==> src/common/lane_error_defines.svh <==
// Purpose: Offsets, field positions, reset values and codes of the lane error status bank
// Assumes: Byte-wide locations on the device's management port
// Notes:   Definitions only
`ifndef LANE_ERROR_DEFINES_SVH
`define LANE_ERROR_DEFINES_SVH

`define LEC_ADDR_W            8
`define LEC_DATA_W            8
`define LEC_TALLY_W           12
`define LEC_LANES             4
`define LEC_SEL_W             3

`define LEC_OFS_LANE0_LO      8'h18
`define LEC_OFS_LANE0_HI      8'h19
`define LEC_OFS_LANE1_LO      8'h1a
`define LEC_OFS_LANE1_HI      8'h1b
`define LEC_OFS_LANE2_LO      8'h1c
`define LEC_OFS_LANE2_HI      8'h1d
`define LEC_OFS_LANE3_LO      8'h1e
`define LEC_OFS_LANE3_HI      8'h1f
`define LEC_OFS_POWER_STATE   8'h20

`define LEC_POWERED_DOWN_BIT  7
`define LEC_STANDBY_BIT       6
`define LEC_RESET_BYTE        8'h00
`define LEC_RESET_TALLY       12'h000
`define LEC_UNMAPPED_BYTE     8'h00

`define LEC_SRC_DISPARITY     3'h0
`define LEC_SRC_FIFO          3'h1
`define LEC_SRC_OVERFLOW      3'h2
`define LEC_SRC_UNDERFLOW     3'h3
`define LEC_SRC_DESKEW        3'h4

`endif

==> src/common/lane_error_pkg.sv <==
// Purpose: Types shared by the lane error status bank and its users
// Assumes: lane_error_defines.svh supplies the widths
// Notes:   Structs carry grouped signals
`include "lane_error_defines.svh"
`default_nettype none
package lane_error_pkg;

	// One bit per lane for each error source
	typedef struct packed {
		logic [`LEC_LANES-1:0] disparity;
		logic [`LEC_LANES-1:0] fifo;
		logic [`LEC_LANES-1:0] overflow;
		logic [`LEC_LANES-1:0] underflow;
		logic [`LEC_LANES-1:0] deskew;
	} lane_events_s;

	// One register access from the management port
	typedef struct packed {
		logic                   rd;
		logic                   wr;
		logic [`LEC_ADDR_W-1:0] addr;
		logic [`LEC_DATA_W-1:0] wdata;
	} csr_req_s;

	// Counting controls owned by the setup registers
	typedef struct packed {
		logic                   tally_clear;
		logic [`LEC_SEL_W-1:0]  error_source_select;
		logic [`LEC_LANES-1:0]  lane_check_enable;
	} count_ctrl_s;

	typedef logic [`LEC_TALLY_W-1:0] tally_t;

endpackage
`default_nettype wire

==> src/rtl/lane_error_count_status.sv <==
// Purpose: Read-only lane error tally and power state status bank
// Assumes: Management port decoder delivers one-cycle read and write strobes
// Notes:   Read data appears one clock after the read strobe
//
// Summary of operation
// RQ1 - Lane 0 bits 11:8 at 19h, low nibble
// RQ2 - Lane 1 tally at 1Ah byte, 1Bh nibble
// RQ3 - Lane 2 tally at 1Ch byte, 1Dh nibble
// RQ4 - Lane 3 tally at 1Eh byte, 1Fh nibble
// RQ5 - Tallies hardware updated, host writes ignored
// RQ6 - Bit 7 at 20h shows power-down
// RQ7 - Lane 0 bits 7:0 at 18h
// RQ8 - Rising edge of clear zeroes all tallies
// RQ9 - Selector picks source; count only when enabled
// RQ10 - Bit 6 at 20h shows standby
// RQ11 - Tallies saturate at all ones, never wrap
`include "lane_error_defines.svh"
`default_nettype none
module lane_error_count_status #(
	parameter int LANES   = `LEC_LANES,
	parameter int TALLY_W = `LEC_TALLY_W
) (
	input  wire logic                       clock,
	input  wire logic                       arst_n,
	input  wire lane_error_pkg::csr_req_s   csr_req,
	input  wire lane_error_pkg::count_ctrl_s count_ctrl,
	input  wire lane_error_pkg::lane_events_s lane_events,
	input  wire logic                       powered_down,
	input  wire logic                       standby,
	output logic [`LEC_DATA_W-1:0]          read_data_reg,
	output logic                            read_valid_reg,
	output logic [LANES*TALLY_W-1:0]        lane_error_tally_reg
);
	import lane_error_pkg::*;

	// Refuse shapes that the fixed address map cannot hold
	if (LANES != `LEC_LANES) begin : g_bad_lanes
		$error("lane_error_count_status: map serves exactly four lanes");
	end
	if (TALLY_W != `LEC_TALLY_W) begin : g_bad_width
		$error("lane_error_count_status: map serves 12-bit tallies only");
	end
	// A tally must split into one byte and one nibble exactly
	if (TALLY_W != `LEC_DATA_W + 4) begin : g_bad_split
		$error("lane_error_count_status: tally does not fit byte plus nibble");
	end

	// Saturating increment so a burst never reads back as a small count
	function automatic tally_t tally_step(input tally_t cur, input logic hit);
		if (hit && cur != {TALLY_W{1'b1}}) begin // see RQ11
			return cur + tally_t'(1);
		end
		return cur;
	endfunction

	// Byte for a lane: low selects bits 7:0, else bits 11:8 with zero top
	function automatic logic [7:0] tally_byte(input tally_t t, input logic hi);
		if (hi) begin
			return {4'h0, t[11:8]};
		end
		return t[7:0];
	endfunction

	// Address compare shared by every location of the bank
	function automatic logic loc_match(input logic [`LEC_ADDR_W-1:0] a, input logic [`LEC_ADDR_W-1:0] ofs);
		return a == ofs;
	endfunction

	logic                  clear_seen_reg;
	logic                  clear_rise;
	logic [LANES-1:0]      lane_hit;
	logic [LANES-1:0]      src_events;
	tally_t                tally_reg  [LANES];
	tally_t                tally_next [LANES];
	logic [7:0]            status_byte;
	logic [7:0]            read_mux;
	logic [7:0]            read_data_next;
	logic                  read_strobe;

	// Selector decode, one line per source code
	logic                  use_disparity;
	logic                  use_fifo;
	logic                  use_overflow;
	logic                  use_underflow;
	logic                  use_deskew;

	// Location decode, one line per byte of the bank
	logic                  sel_lane0_lo;
	logic                  sel_lane0_hi;
	logic                  sel_lane1_lo;
	logic                  sel_lane1_hi;
	logic                  sel_lane2_lo;
	logic                  sel_lane2_hi;
	logic                  sel_lane3_lo;
	logic                  sel_lane3_hi;
	logic                  sel_power;
	logic                  sel_unmapped;

	// Byte each tally location would answer with
	logic [7:0]            byte_lane0_lo;
	logic [7:0]            byte_lane0_hi;
	logic [7:0]            byte_lane1_lo;
	logic [7:0]            byte_lane1_hi;
	logic [7:0]            byte_lane2_lo;
	logic [7:0]            byte_lane2_hi;
	logic [7:0]            byte_lane3_lo;
	logic [7:0]            byte_lane3_hi;

	// Edge detect of the clear control; a held level clears only once
	assign clear_rise = count_ctrl.tally_clear & ~clear_seen_reg; // see RQ8

	// Selector decode; reserved codes leave every line low and count nothing
	assign use_disparity = count_ctrl.error_source_select == `LEC_SRC_DISPARITY; // see RQ9
	assign use_fifo      = count_ctrl.error_source_select == `LEC_SRC_FIFO; // see RQ9
	assign use_overflow  = count_ctrl.error_source_select == `LEC_SRC_OVERFLOW; // see RQ9
	assign use_underflow = count_ctrl.error_source_select == `LEC_SRC_UNDERFLOW; // see RQ9
	assign use_deskew    = count_ctrl.error_source_select == `LEC_SRC_DESKEW; // see RQ9

	// At most one decode line is high, so an OR of gated sources is the mux
	assign src_events = ({LANES{use_disparity}} & lane_events.disparity)
		| ({LANES{use_fifo}} & lane_events.fifo)
		| ({LANES{use_overflow}} & lane_events.overflow)
		| ({LANES{use_underflow}} & lane_events.underflow)
		| ({LANES{use_deskew}} & lane_events.deskew); // see RQ9
	assign lane_hit = src_events & count_ctrl.lane_check_enable; // see RQ9

	// Next tally per lane; clear wins over a same-cycle error
	genvar g;
	generate
		for (g = 0; g < LANES; g++) begin : g_lane
			// Clear edge first, then a saturating step on a counted hit
			assign tally_next[g] = clear_rise ? `LEC_RESET_TALLY
				: tally_step(tally_reg[g], lane_hit[g]); // see RQ8
			assign lane_error_tally_reg[g*TALLY_W +: TALLY_W] = tally_reg[g];
		end
	endgenerate

	// Tallies move only from the datapath; csr writes never reach them
	always_ff @(posedge clock or negedge arst_n) begin
		if (!arst_n) begin
			clear_seen_reg <= 1'b0;
			for (int i = 0; i < LANES; i++) begin
				tally_reg[i] <= `LEC_RESET_TALLY;
			end
		end else begin
			clear_seen_reg <= count_ctrl.tally_clear;
			for (int i = 0; i < LANES; i++) begin
				tally_reg[i] <= tally_next[i]; // see RQ5
			end
		end
	end

	// Power state byte; other bits belong elsewhere and read zero here
	always_comb begin
		status_byte                        = `LEC_RESET_BYTE;
		status_byte[`LEC_POWERED_DOWN_BIT] = powered_down; // see RQ6
		status_byte[`LEC_STANDBY_BIT]      = standby; // see RQ10
	end

	// Location decode from the management address
	assign sel_lane0_lo = loc_match(csr_req.addr, `LEC_OFS_LANE0_LO); // see RQ7
	assign sel_lane0_hi = loc_match(csr_req.addr, `LEC_OFS_LANE0_HI); // see RQ1
	assign sel_lane1_lo = loc_match(csr_req.addr, `LEC_OFS_LANE1_LO); // see RQ2
	assign sel_lane1_hi = loc_match(csr_req.addr, `LEC_OFS_LANE1_HI); // see RQ2
	assign sel_lane2_lo = loc_match(csr_req.addr, `LEC_OFS_LANE2_LO); // see RQ3
	assign sel_lane2_hi = loc_match(csr_req.addr, `LEC_OFS_LANE2_HI); // see RQ3
	assign sel_lane3_lo = loc_match(csr_req.addr, `LEC_OFS_LANE3_LO); // see RQ4
	assign sel_lane3_hi = loc_match(csr_req.addr, `LEC_OFS_LANE3_HI); // see RQ4
	assign sel_power    = loc_match(csr_req.addr, `LEC_OFS_POWER_STATE); // see RQ6 see RQ10
	assign sel_unmapped = ~|{sel_lane0_lo, sel_lane0_hi, sel_lane1_lo, sel_lane1_hi,
		sel_lane2_lo, sel_lane2_hi, sel_lane3_lo, sel_lane3_hi, sel_power};

	// High locations carry a zero top nibble, so reads never show stray bits
	assign byte_lane0_lo = tally_byte(tally_reg[0], 1'b0); // see RQ7
	assign byte_lane0_hi = tally_byte(tally_reg[0], 1'b1); // see RQ1
	assign byte_lane1_lo = tally_byte(tally_reg[1], 1'b0); // see RQ2
	assign byte_lane1_hi = tally_byte(tally_reg[1], 1'b1); // see RQ2
	assign byte_lane2_lo = tally_byte(tally_reg[2], 1'b0); // see RQ3
	assign byte_lane2_hi = tally_byte(tally_reg[2], 1'b1); // see RQ3
	assign byte_lane3_lo = tally_byte(tally_reg[3], 1'b0); // see RQ4
	assign byte_lane3_hi = tally_byte(tally_reg[3], 1'b1); // see RQ4

	// Decode lines are one-hot, so the mux is an OR of gated bytes
	assign read_mux = ({8{sel_lane0_lo}} & byte_lane0_lo)
		| ({8{sel_lane0_hi}} & byte_lane0_hi)
		| ({8{sel_lane1_lo}} & byte_lane1_lo)
		| ({8{sel_lane1_hi}} & byte_lane1_hi)
		| ({8{sel_lane2_lo}} & byte_lane2_lo)
		| ({8{sel_lane2_hi}} & byte_lane2_hi)
		| ({8{sel_lane3_lo}} & byte_lane3_lo)
		| ({8{sel_lane3_hi}} & byte_lane3_hi)
		| ({8{sel_power}} & status_byte)
		| ({8{sel_unmapped}} & `LEC_UNMAPPED_BYTE);

	// Read strobe alone decides; a write in the same cycle is still a read
	assign read_strobe = csr_req.rd;

	// Data holds between reads so a slow serializer can take it late
	assign read_data_next = read_strobe ? read_mux : read_data_reg;

	// Read answer registers; write strobe deliberately unused for storage
	always_ff @(posedge clock or negedge arst_n) begin
		if (!arst_n) begin
			read_data_reg  <= `LEC_RESET_BYTE;
			read_valid_reg <= 1'b0;
		end else begin
			read_data_reg  <= read_data_next;
			read_valid_reg <= read_strobe;
		end
	end

endmodule
`default_nettype wire

==> config.mk <==
export PLATFORM = sky130hd
export DESIGN_NAME = lane_error_count_status
export DESIGN_NICKNAME = d
export VERILOG_FILES = /design/src/common/lane_error_pkg.sv /design/src/rtl/lane_error_count_status.sv
export VERILOG_INCLUDE_DIRS = /design/src /design/src/common
export SDC_FILE = /design/constraint.sdc
export NUM_CORES = 1
export LEC_CHECK = 0
export BUFFER_PORTS_ARGS = -buffer_cell sky130_fd_sc_hd__buf_4
export CORE_MARGIN = 8
export CORE_UTILIZATION = 45
export DETAILED_ROUTE_END_ITERATION = 6
export HOLD_SLACK_MARGIN = 0.1
export PLACE_DENSITY = 0.68
export RECOVER_POWER = 50
export SKIP_LAST_GASP = 1
export SYNTH_ARGS = -nofsm -noshare
export SYNTH_HDL_FRONTEND = slang
export SYNTH_SLANG_ARGS = --single-unit
==> constraint.sdc <==
create_clock -name clock -period 2.07 [get_ports clock]
set_input_delay 0.207 -clock clock [delete_from_list [all_inputs] [get_ports clock]]
set_output_delay 0.207 -clock clock [all_outputs]
set_load 0.02 [all_outputs]
==> results of run 1 <==
==> cell families after synthesis <==
| kind of cell | count (synthesis) | share of synthesized area |
|---|---|---|
| compound gates | 104 | 0.193 |
| xor+xnor | 7 | 0.0167 |
| fa+ha+maj | 4 | 0.0136 |
| buf+inv | 29 | 0.0334 |
| flops | 58 | 0.395 |
| mux | 25 | 0.100 |
| simple gates | 160 | 0.247 |
==> layer usage <==
metal	up-vias	global-route usage
met2	157	0.304
li1	1710	-
met5	-	0
met3	16	0.0417
met4	0	0.0804
met1	1774	0.266
==> what timing repair did <==
action / CTS / global route
endpoints found under the setup margin: 0 / 6
resized for setup: 0 / 1
hold buffers: 3 / 0
endpoints found under the hold margin: 60 / 0
==> power by group through the flow <==
stage | combinational (W) | clock [W] | sequential, W
6_report | 0.000452 | 0.000909 | 0.00121
5_1_grt | 0.000500 | 0.000968 | 0.00122
4_1_cts | 0.000474 | 0.000919 | 0.00121
3_5_place_dp | 0.000468 | 0 | 0.00123
3_3_place_gp | 0.000460 | 0 | 0.00123
2_1_floorplan | 0.000198 | 0 | 0.00128
==> final timing paths <==
path                                                           start                                   end  slack (ps)  cells after the start
worst min-delay path                                     csr_req[11]          read_data_reg[5]$_DFFE_PN0P_         240                      3
max in group asynchronous                                     arst_n  lane_error_tally_reg[34]$_DFFE_PN0P_         420                      2
worst min register to register          read_data_reg[7]$_DFFE_PN0P_          read_data_reg[7]$_DFFE_PN0P_         480                      1
worst max-delay path            lane_error_tally_reg[24]$_DFFE_PN0P_  lane_error_tally_reg[29]$_DFFE_PN0P_         180                      6
worst max register to register  lane_error_tally_reg[24]$_DFFE_PN0P_  lane_error_tally_reg[29]$_DFFE_PN0P_         180                      6
min in group asynchronous                                     arst_n  lane_error_tally_reg[15]$_DFFE_PN0P_         760                      2
==> metrics by stage <==
stage | setup WS, ps | cells | instance area (um^2) | utilization | hold WS [ps]
after floorplan | 155 | 387 | 3670 | - | -88.6
after global placement | 177 | 584 | 4570 | 0.567 | 325
after detailed placement | 136 | 584 | 4570 | 0.567 | 333
after CTS | 178 | 603 | 4760 | 0.591 | 230
after global routing | 68.6 | 603 | 4660 | 0.578 | 265
final | 181 | 603 | 4660 | 0.578 | 240
==> worst max-delay path, cell delays in order (launching register included) <==
cell and delay (ps):
dfrtp_1 430, ha_1 230, nand3_1 140, nor3b_1 430, a31oi_2 190, nand4_1 190
mux2i_1 190
==> cells in the mapped netlist (4+ instances only) <==
cell,number,share of area
mux4_2,8,0.049
mux2_1,6,0.018
o21ai_1,4,0.0054
inv_1,10,0.010
buf_1,4,0.0041
or4_1,13,0.027
and3_1,6,0.010
nor2_1,29,0.030
nand2_1,31,0.032
a31oi_1,6,0.010
nor3_1,4,0.0054
o31ai_1,12,0.025
dfrtp_1,58,0.40
mux2_2,5,0.015
nor2b_1,4,0.0068
o41ai_1,4,0.0095
nand4_1,15,0.026
clkbuf_1,10,0.010
xnor2_1,7,0.017
a21oi_1,28,0.038
or3_1,11,0.019
nand2b_1,6,0.010
nand3_1,23,0.031
o21ai_0,11,0.015
mux2i_1,5,0.014
ha_1,4,0.014
a22oi_1,5,0.010
a31o_2,5,0.012
==> cell type report <==
cell class	instances	area, um^2	area share
Clock inverter	3	15.0	0.00322
Timing Repair Buffer	114	768	0.165
Clock buffer	13	149	0.0320
Sequential cell	58	1450	0.312
Inverter	10	37.5	0.00806
Multi-Input combinational cell	300	2100	0.452
Tap cell	105	131	0.0282
==> placed cells by master, fill, tap and decap left out, drive strengths merged, types with 3 or more instances in the layout <==
master / count
a31o: 5
nor2b: 4
inv: 10
nor3: 4
and2: 3
or3: 11
ha: 4
nand3: 24
and3: 7
dlygate4sd3: 3
nand2b: 6
mux2: 12
o41ai: 4
nand4: 15
xnor2: 7
dfrtp: 58
o2bb2ai: 3
mux4: 8
clkbuf: 42
a31oi: 7
or4: 13
o311ai: 4
nor2: 29
a22oi: 5
mux2i: 5
o21ai: 15
a21oi: 29
o31ai: 13
nand2: 31
clkinv: 3
buf: 82
==> impl_metrics.ini, run 1 <==
[cts]
path_clk_slew_ps = 70
insertion_delay_ps = 340
clkSinkCount = 58
clock-root-buffer = clkbuf_8
cts_buffer_depth = 2
post_cts_buffers = 0
cts_made_buffers = 9
htreeDepth = 3
tritoncts = built

[logic_synthesis]
synth_area_um2 = 3670
async_flop_share = 1.00
ys_types = 65
synth_warnings = 0
synth_edf_count = 0
syn_inst = 387
yosysSeqAreaShare = 0.395
avgSynthCellArea_um2 = 9.49
yosys_most_used_dff = dfrtp_1
synth-seq-cells = 58
synth_nets = 441

[timing]
post-route-period-util = 0.913
grt_setup_unrepaired = false
min_period_ps = 1890
fmax_mhz = 529
finalSetupTns_ps = 0
relSlewSlack = 0.0216
worst_slew_pin_slew_ps = 1470
finalHoldViolCount = 0
report.final.slew_viol_count = 0
skew_ps = 10.9
setup_viol = 0

[power_and_ir_drop]
power.switching_w = 0.000744
power_frac_clock = 0.353
p_seq_frac = 0.471
power_leakage_nw = 1.96
intPower_w = 0.00183
p_sw_frac = 0.289
p_comb_frac = 0.175
p_per_area_nw_per_um2 = 553
vdd_ir_drop_max_mv = 0.245
total_power_w = 0.00257

[floorplan]
die_h_um = 106
core_region_area_um2 = 8050
ios = 107
dieArea_um2 = 11300
start_util = 0.456
die_w_um = 106
placementRows = 33

[global_route]
grt_pass1_wl_um = 18200
antenna_found_initial = 0
track_usage = 0.198
grt_max_degree = 59
grt_overflow_total = 0
grt_pass1_vias = 3619

[route]
routed_via_density = 6.06
met3WireLength_um = 754
dr_wl_met2_um = 5100
wl_um = 11100
drtIter0Drc = 298
drc = 0
postRouteAntennaNets = 0
drt-wirelength-per-cell_um = 18.4
firstDrtPassIters = 4
highest_layer = met4
drt-met1-wl_um = 5040
vias = 3657

[final_layout]
diodes = 0
fill_cells = 743
fin_nets = 547
largest_reg_flops = 48
syn_to_final_growth_pct = 26.7
final_layout_size_suffix_gt1_frac = 0.257

[worst_setup_path]
cp-end-kind = flop
worstSetupPathType = reg2reg
cp_data_arrival_time_ps = 2150
crit_path_start_kind = flop
cp_max_fo = 10
worstPathRequired_ps = 2330

[worst_hold_path]
hold_path.class = in2reg

[placement]
gp_congestion = 0.817
hpwl_um = 8110
port_buffers = 97

[job]
drv_cap = 0

[outcome]
status = finished, final reports clean
Note: power is estimated with default switching activity, not from simulation.
==> run 2: changes to the inputs <==
--- a/config.mk
+++ b/config.mk
@@ -7,11 +7,13 @@
 export NUM_CORES = 1
 export LEC_CHECK = 0
 export BUFFER_PORTS_ARGS = -buffer_cell sky130_fd_sc_hd__buf_4
+export CELL_PAD_IN_SITES_DETAIL_PLACEMENT = 1
+export CELL_PAD_IN_SITES_GLOBAL_PLACEMENT = 2
 export CORE_MARGIN = 8
-export CORE_UTILIZATION = 45
+export CORE_UTILIZATION = 31
 export DETAILED_ROUTE_END_ITERATION = 6
 export HOLD_SLACK_MARGIN = 0.1
-export PLACE_DENSITY = 0.68
+export PLACE_DENSITY = 0.77
 export RECOVER_POWER = 50
 export SKIP_LAST_GASP = 1
 export SYNTH_ARGS = -nofsm -noshare
==> run 2 against run 1 <==
Compared with the run above:
- combinational power up 13%
- critical path depth up 1
- setup slack better by 16 ps
- critical endpoint is now lane_error_tally_reg[41]$_DFFE_PN0P_
==> impl_metrics.ini, run 2 (synthesis gave the netlist of run 1 again) <==
[cts]
insertion_delay_ps = 330
clkSinkCount = 58
cts_made_buffers = 9
clock-root-buffer = clkbuf_16
post_cts_buffers = 0
path_clk_slew_ps = 50
tritoncts = built
cts_buffer_depth = 2
htreeDepth = 3

[floorplan]
dieArea_um2 = 15600
placementRows = 39
die_w_um = 125
start_util = 0.319
ios = 107
die_h_um = 125
core_region_area_um2 = 11500

[final_layout]
syn_to_final_growth_pct = 34.2
final_cell_mix = buf_4 (94), dfrtp_1 (58), clkbuf_1 (32)
largest_reg_flops = 48
mostFrequentLayoutCell = buf_4
diodes = 0
final_layout_size_suffix_gt1_frac = 0.272
final_area_um2 = 4930
fin_nets = 562
fill_cells = 1359

[route]
vias = 3710
firstDrtPassIters = 4
wl_um = 13300
dr_wl_met2_um = 6350
met3WireLength_um = 834
drt-met1-wl_um = 5970
postRouteAntennaNets = 0
routed_via_density = 5.67
drc = 0
drtIter0Drc = 213
highest_layer = met4
drt-wirelength-per-cell_um = 20.3

[placement]
hpwl_um = 10100
place_area_um2 = 4750
gp_congestion = 0.779
port_buffers = 97

[worst_setup_path]
worstPathRequired_ps = 2320
critPathLaunch = lane_error_tally_reg[36]$_DFFE_PN0P_
reg2reg_to = lane_error_tally_reg[41]$_DFFE_PN0P_
cp_data_arrival_time_ps = 2120
endpoint = lane_error_tally_reg[41]$_DFFE_PN0P_
ff2ff_path_depth = 7
regToRegStartpoint = lane_error_tally_reg[36]$_DFFE_PN0P_
crit_path_start_kind = flop
worstSetupPathType = reg2reg
ff2ff_setup_slack_ps = 200
cp_max_fo = 13
cp-end-kind = flop

[timing]
min_period_ps = 1870
grt_setup_unrepaired = false
fmax_mhz = 534
skew_ps = 5.84
finalHoldViolCount = 0
relSlewSlack = 0.0690
finalSetupTns_ps = 0
setup_viol = 0
whs_ps = 262
worst_slew_pin_slew_ps = 1400
post-route-period-util = 0.905
report.final.slew_viol_count = 0

[power_and_ir_drop]
power_leakage_nw = 2.09
p_per_area_nw_per_um2 = 616
vdd_ir_drop_max_mv = 0.374

[global_route]
grt_overflow_total = 0
grt_max_degree = 59
antenna_found_initial = 0
grt_pass1_vias = 3975
grt_pass1_wl_um = 21800
track_usage = 0.172

[job]
drv_cap = 0

[outcome]
status = finished, final reports clean

[worst_hold_path]
hold_path.class = in2reg
run 2: changes by cell type in the layout (fill, tap and decap cells not counted), sizes merged:
| cell | delta |
|---|---|
| clkinv | -3 |
| buf | +16 |
run 2: cell type report:
class,instances,area (um^2),area share
multi-input cells,300,2100,0.427
flip-flops and latches,58,1450,0.294
repair buffers,129,906,0.184
clock buffers,14,254,0.0515
well taps,143,179,0.0363
inverters,10,37.5,0.00761
run 2: worst min path at each step:
| stage | startpoint | depth (start not counted) | to | slack (ps) |
|---|---|---|---|---|
| floorplan | arst_n | 0 | clear_seen_reg$_DFF_PN0_ | -90 |
| global placement | count_ctrl[7] | 1 | clear_seen_reg$_DFF_PN0_ | 330 |
| detailed placement | count_ctrl[7] | 1 | clear_seen_reg$_DFF_PN0_ | 340 |
| CTS | csr_req[11] | 3 | read_data_reg[4]$_DFFE_PN0P_ | 250 |
| global route | csr_req[11] | 3 | read_data_reg[4]$_DFFE_PN0P_ | 270 |
| finish | csr_req[11] | 3 | read_data_reg[4]$_DFFE_PN0P_ | 260 |
run 2: through the flow:
step,setup slack [ps],util,power [W],cells
finish,197,0.428,0.00304,654
global route,91.7,0.428,0.00317,654
CTS,163,0.437,0.00309,654
detailed placement,102,0.413,0.00175,637
global placement,218,0.413,0.00173,637
floorplan,155,-,0.00148,387
run 2: power by group:
part	switching (W)	leakage, nW	internal [W]
clock	0.000493	0.123	0.000829
sequential	0.0000338	0.798	0.00117
combinational	0.000282	1.17	0.000228
total	0.000809	2.09	0.00223
run 2: worst max-delay path, cell delays in order, from the launching register on:
cell     delay (ps)
dfrtp_1         380
ha_1            240
nand3_1         120
nor4_1           70
a21o_1          230
buf_12          170
or4_1           400
a21oi_1         180
run 2: repair_timing:
action / 4_1_cts / 5_1_grt
endpoints found under the setup margin: 0 / 1
hold buffers: 3 / 0
gates resized for setup: 0 / 1
hold endpoints to repair: 60 / 0
run 2: routing by layer:
layer | vias up | track usage
met3 | 9 | 0.0505
li1 | 1737 | -
met2 | 92 | 0.283
met4 | 0 | 0.0458
met1 | 1872 | 0.215
met5 | - | 0
